$ cat src/iscr_pkg.sv
package iscr_pkg;
   // register offsets
   localparam logic [7:0] ISCR_OFS_DRIVE = 8'h04;
   localparam logic [7:0] ISCR_OFS_CLK = 8'h05;
   localparam logic [7:0] ISCR_OFS_UTH_LO = 8'h06;
   localparam logic [7:0] ISCR_OFS_UTH_HI = 8'h07;
   localparam logic [7:0] ISCR_OFS_LTH_LO = 8'h08;
   localparam logic [7:0] ISCR_OFS_LTH_HI = 8'h09;
   localparam logic [7:0] ISCR_OFS_IRQ = 8'h0A;
   // reset values
   localparam logic [7:0] ISCR_RST_DRIVE = 8'h1B;
   localparam logic [7:0] ISCR_RST_CLK = 8'h01;
   localparam logic [7:0] ISCR_RST_UTH = 8'hFF;
   localparam logic [7:0] ISCR_RST_LTH = 8'h00;
   localparam logic [7:0] ISCR_RST_IRQ = 8'h00;
   // writable field masks, reserved bits read zero
   localparam logic [7:0] ISCR_MSK_DRIVE = 8'h1F;
   localparam logic [7:0] ISCR_MSK_CLK = 8'h03;
   localparam logic [7:0] ISCR_MSK_IRQ = 8'h07;
   // amplitude codes
   localparam logic [1:0] ISCR_AMP_1V = 2'h0;
   localparam logic [1:0] ISCR_AMP_2V = 2'h1;
   localparam logic [1:0] ISCR_AMP_4V = 2'h2;
   // conversion_window_sel in sensor periods per code
   localparam logic [12:0] ISCR_RT_192 = 13'h00C0;
   localparam logic [12:0] ISCR_RT_384 = 13'h0180;
   localparam logic [12:0] ISCR_RT_768 = 13'h0300;
   localparam logic [12:0] ISCR_RT_1536 = 13'h0600;
   localparam logic [12:0] ISCR_RT_3072 = 13'h0C00;
   localparam logic [12:0] ISCR_RT_6144 = 13'h1800;
   // interrupt pin functions
   typedef enum logic [2:0]
   {
      ISCR_FN_OFF = 3'h0,
      ISCR_FN_WAKE = 3'h1,
      ISCR_FN_COMP = 3'h2,
      ISCR_FN_CONVERSION_DONE = 3'h4
   } iscr_fn_t;
   // register write/read request
   typedef struct packed
   {
      logic wr;
      logic rd;
      logic [7:0] addr;
      logic [7:0] wdata;
   } iscr_req_t;
   // decoded configuration
   typedef struct packed
   {
      logic [1:0] amplitude;
      logic amp_valid;
      logic [12:0] conversion_window_sel;
      logic rt_valid;
      logic crystal_sel;
      logic oscillator_drive_off;
   } iscr_cfg_t;
endpackage

$ cat src/iscr_regs.sv
// Function
// - amplitude code 00/01/10 gives 1/2/4 V
// - drive reset 1B, response 192..6144
// - clock select bit1: 0 ext, 1 crystal
// - bit0 disables crystal driver, reset 01
// - upper threshold bytes 06/07, reset FF
// - lower threshold bytes 08/09, reset 00
// - function 000 leaves interrupt pin idle
// - function 001 shows wake-up on pin
// - function 010 shows comparator on pin
// - function 100 shows data ready on pin
// - comparator 1 below low, 0 above high
// - wake-up active reads 0 above high
// - data ready reads 0 when new data
`timescale 1ns/1ps
module iscr_regs
(
   // clock and reset
   input wire logic i_clk,
   input wire logic i_resetn,
   // register port from host interface
   input wire iscr_pkg::iscr_req_t i_req,
   output logic [7:0] o_rdata,
   // conversion side
   input wire logic [15:0] i_prox_data,
   input wire logic i_prox_valid,
   input wire logic i_data_read,
   // decoded configuration and status
   output iscr_pkg::iscr_cfg_t o_cfg,
   output logic o_comp_status,
   output logic o_wake_status_n,
   output logic o_conversion_done_n,
   // interrupt pin
   output logic o_interrupt_out_n
);
   import iscr_pkg::*;

   typedef struct packed
   {
      logic [7:0] drive;
      logic [7:0] clk;
      logic [7:0] uth_lo;
      logic [7:0] uth_hi;
      logic [7:0] lth_lo;
      logic [7:0] lth_hi;
      logic [7:0] irq;
      logic [7:0] rdata;
      logic comp;
      logic wake_n;
      logic conversion_done_n;
      logic pin_n;
      iscr_cfg_t cfg;
   } iscr_state_t;

   iscr_state_t st_r;
   iscr_state_t st_nxt;
   logic [15:0] uth;
   logic [15:0] lth;

   // threshold assembly
   assign uth = {st_r.uth_hi, st_r.uth_lo};
   assign lth = {st_r.lth_hi, st_r.lth_lo};

   // next state
   always_comb
   begin
      st_nxt = st_r;
      // register writes
      if (i_req.wr)
      begin
         unique case (i_req.addr)
            ISCR_OFS_DRIVE: st_nxt.drive = i_req.wdata & ISCR_MSK_DRIVE;
            ISCR_OFS_CLK: st_nxt.clk = i_req.wdata & ISCR_MSK_CLK;
            ISCR_OFS_UTH_LO: st_nxt.uth_lo = i_req.wdata;
            ISCR_OFS_UTH_HI: st_nxt.uth_hi = i_req.wdata;
            ISCR_OFS_LTH_LO: st_nxt.lth_lo = i_req.wdata;
            ISCR_OFS_LTH_HI: st_nxt.lth_hi = i_req.wdata;
            ISCR_OFS_IRQ: st_nxt.irq = i_req.wdata & ISCR_MSK_IRQ;
            default: st_nxt.irq = st_r.irq;
         endcase
      end
      // register reads, unmapped read zero
      if (i_req.rd)
      begin
         unique case (i_req.addr)
            ISCR_OFS_DRIVE: st_nxt.rdata = st_r.drive;
            ISCR_OFS_CLK: st_nxt.rdata = st_r.clk;
            ISCR_OFS_UTH_LO: st_nxt.rdata = st_r.uth_lo;
            ISCR_OFS_UTH_HI: st_nxt.rdata = st_r.uth_hi;
            ISCR_OFS_LTH_LO: st_nxt.rdata = st_r.lth_lo;
            ISCR_OFS_LTH_HI: st_nxt.rdata = st_r.lth_hi;
            ISCR_OFS_IRQ: st_nxt.rdata = st_r.irq;
            default: st_nxt.rdata = 8'h00;
         endcase
      end
      // comparator with hysteresis
      if (i_prox_valid)
      begin
         if (i_prox_data < lth)
            st_nxt.comp = 1'b1;
         else if (i_prox_data > uth)
            st_nxt.comp = 1'b0;
         else
            st_nxt.comp = st_r.comp;
         if (i_prox_data > uth)
            st_nxt.wake_n = 1'b0;
         else
            st_nxt.wake_n = 1'b1;
      end
      // data ready: new result wins over read
      if (i_prox_valid)
         st_nxt.conversion_done_n = 1'b0;
      else if (i_data_read)
         st_nxt.conversion_done_n = 1'b1;
      // configuration decode
      st_nxt.cfg.amplitude = st_r.drive[4:3];
      st_nxt.cfg.amp_valid = (st_r.drive[4:3] != 2'h3);
      st_nxt.cfg.rt_valid = 1'b1;
      unique case (st_r.drive[2:0])
         3'h2: st_nxt.cfg.conversion_window_sel = ISCR_RT_192;
         3'h3: st_nxt.cfg.conversion_window_sel = ISCR_RT_384;
         3'h4: st_nxt.cfg.conversion_window_sel = ISCR_RT_768;
         3'h5: st_nxt.cfg.conversion_window_sel = ISCR_RT_1536;
         3'h6: st_nxt.cfg.conversion_window_sel = ISCR_RT_3072;
         3'h7: st_nxt.cfg.conversion_window_sel = ISCR_RT_6144;
         default:
         begin
            st_nxt.cfg.conversion_window_sel = ISCR_RT_192;
            st_nxt.cfg.rt_valid = 1'b0;
         end
      endcase
      st_nxt.cfg.crystal_sel = st_r.clk[1];
      st_nxt.cfg.oscillator_drive_off = st_r.clk[0];
      // interrupt pin function, active low
      unique case (st_r.irq[2:0])
         ISCR_FN_WAKE: st_nxt.pin_n = st_r.wake_n;
         ISCR_FN_COMP: st_nxt.pin_n = ~st_r.comp;
         ISCR_FN_CONVERSION_DONE: st_nxt.pin_n = st_r.conversion_done_n;
         default: st_nxt.pin_n = 1'b1;
      endcase
   end

   // state register
   always_ff @(posedge i_clk or negedge i_resetn)
   begin
      if (!i_resetn)
      begin
         st_r <= '0;
         st_r.drive <= ISCR_RST_DRIVE;
         st_r.clk <= ISCR_RST_CLK;
         st_r.uth_lo <= ISCR_RST_UTH;
         st_r.uth_hi <= ISCR_RST_UTH;
         st_r.lth_lo <= ISCR_RST_LTH;
         st_r.lth_hi <= ISCR_RST_LTH;
         st_r.irq <= ISCR_RST_IRQ;
         st_r.wake_n <= 1'b1;
         st_r.conversion_done_n <= 1'b1;
         st_r.pin_n <= 1'b1;
         // decode of reset code 1B: reserved amplitude, window 384
         st_r.cfg.amplitude <= ISCR_RST_DRIVE[4:3];
         st_r.cfg.amp_valid <= 1'b0;
         st_r.cfg.conversion_window_sel <= ISCR_RT_384;
         st_r.cfg.rt_valid <= 1'b1;
         st_r.cfg.oscillator_drive_off <= 1'b1;
      end
      else
         st_r <= st_nxt;
   end

   // outputs straight from state
   assign o_rdata = st_r.rdata;
   assign o_cfg = st_r.cfg;
   assign o_comp_status = st_r.comp;
   assign o_wake_status_n = st_r.wake_n;
   assign o_conversion_done_n = st_r.conversion_done_n;
   assign o_interrupt_out_n = st_r.pin_n;

   // checks
   pin_idle_a: assert property (@(posedge i_clk) disable iff (!i_resetn)
      (st_r.irq[2:0] == 3'h0) |=> o_interrupt_out_n)
      else $error("pin driven while function off");
   pin_wake_a: assert property (@(posedge i_clk) disable iff (!i_resetn)
      (st_r.irq[2:0] == 3'h1) |=> (o_interrupt_out_n == $past(st_r.wake_n)))
      else $error("pin not following wake-up");
   pin_comp_a: assert property (@(posedge i_clk) disable iff (!i_resetn)
      (st_r.irq[2:0] == 3'h2) |=> (o_interrupt_out_n == !$past(st_r.comp)))
      else $error("pin not following comparator");
   pin_conversion_done_a: assert property (@(posedge i_clk) disable iff (!i_resetn)
      (st_r.irq[2:0] == 3'h4) |=> (o_interrupt_out_n == $past(st_r.conversion_done_n)))
      else $error("pin not following data ready");
   comp_low_a: assert property (@(posedge i_clk) disable iff (!i_resetn)
      (i_prox_valid && i_prox_data < lth) |=> o_comp_status)
      else $error("comparator not set below low");
   comp_hold_a: assert property (@(posedge i_clk) disable iff (!i_resetn)
      (i_prox_valid && i_prox_data >= lth && i_prox_data <= uth) |=> $stable(o_comp_status))
      else $error("comparator changed inside band");
   wake_high_a: assert property (@(posedge i_clk) disable iff (!i_resetn)
      (i_prox_valid && i_prox_data > uth) |=> !o_wake_status_n)
      else $error("wake-up missing above high");
   conversion_done_set_a: assert property (@(posedge i_clk) disable iff (!i_resetn)
      i_prox_valid |=> !o_conversion_done_n)
      else $error("data ready lost");
   clk_dec_a: assert property (@(posedge i_clk) disable iff (!i_resetn)
      1'b1 |=> (o_cfg.crystal_sel == $past(st_r.clk[1])
         && o_cfg.oscillator_drive_off == $past(st_r.clk[0])))
      else $error("clock config decode wrong");
   amp_dec_a: assert property (@(posedge i_clk) disable iff (!i_resetn)
      (st_r.drive[4:3] == ISCR_AMP_2V) |=> (o_cfg.amplitude == ISCR_AMP_2V))
      else $error("amplitude decode wrong");
   rt_dec_a: assert property (@(posedge i_clk) disable iff (!i_resetn)
      (st_r.drive[2:0] == 3'h7) |=> (o_cfg.conversion_window_sel == ISCR_RT_6144))
      else $error("conversion_window_sel decode wrong");
   uth_wr_a: assert property (@(posedge i_clk) disable iff (!i_resetn)
      (i_req.wr && i_req.addr == ISCR_OFS_UTH_HI) |=> (uth[15:8] == $past(i_req.wdata)))
      else $error("upper threshold write lost");
   lth_wr_a: assert property (@(posedge i_clk) disable iff (!i_resetn)
      (i_req.wr && i_req.addr == ISCR_OFS_LTH_LO) |=> (lth[7:0] == $past(i_req.wdata)))
      else $error("lower threshold write lost");

   cover_comp_c: cover property (@(posedge i_clk) disable iff (!i_resetn)
      (st_r.irq[2:0] == 3'h2) ##1 !o_interrupt_out_n);
   cover_wake_c: cover property (@(posedge i_clk) disable iff (!i_resetn)
      (st_r.irq[2:0] == 3'h1) ##1 !o_interrupt_out_n);
   cover_conversion_done_c: cover property (@(posedge i_clk) disable iff (!i_resetn)
      !o_conversion_done_n ##1 i_data_read ##1 o_conversion_done_n);
endmodule // iscr_regs

$ cat config.mk
export PLATFORM = sky130hd
export DESIGN_NAME = iscr_regs
export DESIGN_NICKNAME = d
export VERILOG_FILES = /design/src/iscr_pkg.sv /design/src/iscr_regs.sv
export SDC_FILE = /design/constraint.sdc
export NUM_CORES = 1
export LEC_CHECK = 0
export BUFFER_PORTS_ARGS = -buffer_cell sky130_fd_sc_hd__buf_4
export CORE_MARGIN = 2
export CORE_UTILIZATION = 28
export CTS_BUF_LIST = sky130_fd_sc_hd__clkbuf_16
export DETAILED_ROUTE_END_ITERATION = 8
export PLACE_DENSITY = 0.56
export SYNTH_ARGS = -nofsm -noshare
export SYNTH_HDL_FRONTEND = slang
export SYNTH_SLANG_ARGS = --single-unit
$ cat constraint.sdc
create_clock -name i_clk -period 4 [get_ports i_clk]
set_input_delay 1.2 -clock i_clk [delete_from_list [all_inputs] [get_ports i_clk]]
set_output_delay 1.2 -clock i_clk [all_outputs]
set_load 0.005 [all_outputs]
==> results.json <==
{
  "grt_pass1_wl_mm": 14.9,
  "insertion_delay_ps": 330,
  "max_slew_margin_pct": 44.6,
  "switching_share_pct": 24.3,
  "drt-total-wl_mm": 9.45,
  "min_delay_path_depth": 0,
  "slew_viol_final": 0,
  "clkTransAtPathRegs_ps": 60,
  "crit_type": "in -> reg",
  "cts_tree": "built",
  "setup_violations": 0,
  "dieArea_sq_um": 14700,
  "core_sq_um": 13300,
  "ys_types": 54,
  "area_growth_pct": 19.4,
  "num_io_pins": 69,
  "drt-initial-drc-count": 141,
  "layout_common_cells": "62 x buf_4, 43 x mux2_2, 42 x inv_1, 37 x dfrtp_1, 31 x ha_1",
  "regArea_sq_um": 1710,
  "fin_util_pct": 34.5,
  "crit_required_ps": 4220,
  "async_reset_ff_share_pct": 100,
  "die_h_microns": 121,
  "start_kind": "primary input",
  "peakVddDrop_uv": 204,
  "power_frac_seq_pct": 43.9,
  "cp_data_arrival_time_ps": 3130,
  "switching_power_uw": 412,
  "wl_per_cell_microns": 16.3,
  "ys_warn_count": 0,
  "n_antenna_cell": 0,
  "internal_power_uw": 1290,
  "start_util_pct": 28.9,
  "min_to": "o_cfg[0]",
  "hpwl_mm": 7.25,
  "syn-instance-count": 356,
  "ys.flop_type": "dfrtp_1",
  "grt-ovfl-total": 0,
  "seq_area_frac_synth_pct": 44.5,
  "rrSetupSlack_ps": 1650,
  "clkPwrFrac_pct": 44.8,
  "grt_pass1_vias": 2809,
  "antenna_found_initial": 0,
  "fin_crit_ps": 2920,
  "rsz0062_at_grt": "false",
  "cts_made_buffers": 9,
  "critPathMaxFanout": 11,
  "r2r-end": "o_comp_status",
  "r2r_start": "st_r[70]",
  "num_vias": 2766,
  "syn_area_sq_um": 3850,
  "r2r_cells": 7,
  "cts_sinks": 67,
  "p_per_area_nw_per_um2": 369,
  "final_common_cell": "buf_4",
  "placed_cells": 562,
  "ys_seq_elements": 67,
  "hp-class": "reg -> reg",
  "min-delay-start": "st_nxt[0]",
  "fin_tns_setup_ps": 0,
  "max_freq_mhz": 343,
  "multi_input_area_sq_um": 1760,
  "status": "finished clean",
  "min_period_over_period_pct": 72.9,
  "final_cell_area_sq_um": 4600,
  "fill_cells": 1389,
  "gp_congestion": 0.841,
  "cts_hold_buf": 0,
  "avgViaCountPerCell": 4.79,
  "p_leak_uw": 0.00199,
  "end_kind": "flop",
  "avgSynthCellArea_sq_um": 10.8,
  "nets": 466,
  "rows": 42,
  "maxCapViolCount": 0,
  "cts-root-buf": "clkbuf_16",
  "placed_area_sq_um": 4310,
  "drtPass1Iterations": 4,
  "worst-slew-pin-transition_ps": 832,
  "post_cts_buffers": 0,
  "synth_edf_count": 0,
  "grt_max_degree": 68,
  "grtUsageTotal_pct": 13.5,
  "die_x_microns": 121,
  "cts_resized": 0,
  "finalNonFillerCells": 578,
  "drc": 0,
  "p_comb_share_pct": 11.3,
  "clock_skew_ps": 7.35,
  "port_buffers": 62,
  "drive_gt1_share_pct": 39.1,
  "hold_violations": 0,
  "htreeDepth": 3,
  "drtAntennaViolNets": 0,
  "cts.path.max_buffers": 2
}
[power by group through the flow]
stage	clock, uW	sequential [uW]	combinational, uW
2_1_floorplan	0	746	112
3_3_place_gp	0	756	188
3_5_place_dp	0	756	193
4_1_cts	777	745	194
5_1_grt	811	749	218
6_report	761	745	192
[stage by stage]
step           power, uW  hold WS [ps]  setup slack [ps]
2_1_floorplan        858           359              1150
3_3_place_gp         944           370               899
3_5_place_dp         949           367               776
4_1_cts             1720           375              1120
5_1_grt             1780           384               889
6_report            1700           375              1080
[final cells by class]
| cell class | count | share of cell area [%] |
|---|---|---|
| clock buffers | 9 | 4.90 |
| clock inverters | 7 | 1.33 |
| inverters | 41 | 3.35 |
| multi-input cells | 216 | 38.2 |
| flip-flops and latches | 67 | 37.3 |
| well taps | 176 | 4.79 |
| repair buffers | 62 | 10.1 |
[synth_stat cells, types with 2 or more instances]
master,instances,area (sq um)
mux2_2,43,484
inv_1,41,154
dfrtp_1,37,926
ha_1,31,388
dfstp_2,30,788
buf_4,28,210
nand2_1,16,60.1
a21oi_1,13,65.1
o21ai_0,12,60.1
nor2_1,9,33.8
o22ai_1,9,56.3
nand4_1,8,50.1
clkbuf_1,7,26.3
nor2b_1,6,37.5
mux2i_1,5,50.1
nand3_1,5,25.0
a221oi_1,4,35.0
nor3_1,4,20.0
a21o_1,3,22.5
a22oi_1,3,22.5
and3_1,3,18.8
nand2_2,2,12.5
o211ai_1,2,15.0
o21a_1,2,15.0
o32ai_1,2,17.5
o41ai_1,2,17.5
or4_1,2,15.0
[worst max-delay path, stage by stage]
cell and delay (ps):
buf_4 120, nor4_4 480, nand2_1 380, nor3_2 400, nand2_2 230, mux2_2 320
[metal layers]
| metal | part of all wire [%] | track usage, % |
|---|---|---|
| met5 | 0 | 0 |
| met4 | 2.5 | 6.03 |
| met3 | 5.6 | 2.77 |
| met2 | 50 | 23.0 |
| met1 | 41 | 16.4 |
[kinds of logic after synthesis]
logic type                 synth area share [%]
buffers and inverters                      10.4
and+or+nand+nor                            9.94
muxes                                      13.9
other                                    0.0973
DFF                                        44.5
adders and majority gates                  10.1
AOI/OAI and AO/OA                          11.0
xor gates and xnor gates                  0.227
[how the worst max path moves through the flow]
| stage | depth (start not counted) | endpoint | slack, ps | start |
|---|---|---|---|---|
| floorplan | 6 | o_comp_status | 1150 | i_prox_data[15] |
| global placement | 6 | o_rdata[3] | 900 | i_req[13] |
| detailed placement | 6 | lth[15] | 780 | i_req[13] |
| CTS | 6 | lth[15] | 1120 | i_req[13] |
| global route | 6 | lth[12] | 890 | i_req[13] |
| finish | 6 | lth[15] | 1080 | i_req[13] |
[flip-flops by register name, indices dropped and copies added, names as in the netlist]
signal               flops
st_r                    22
lth                     16
o_cfg                   13
o_rdata                  8
st_nxt                   4
o_comp_status            1
o_conversion_done_n      1
o_interrupt_out_n        1
o_wake_status_n          1
No activity file was read; power rests on OpenSTA's default activity.
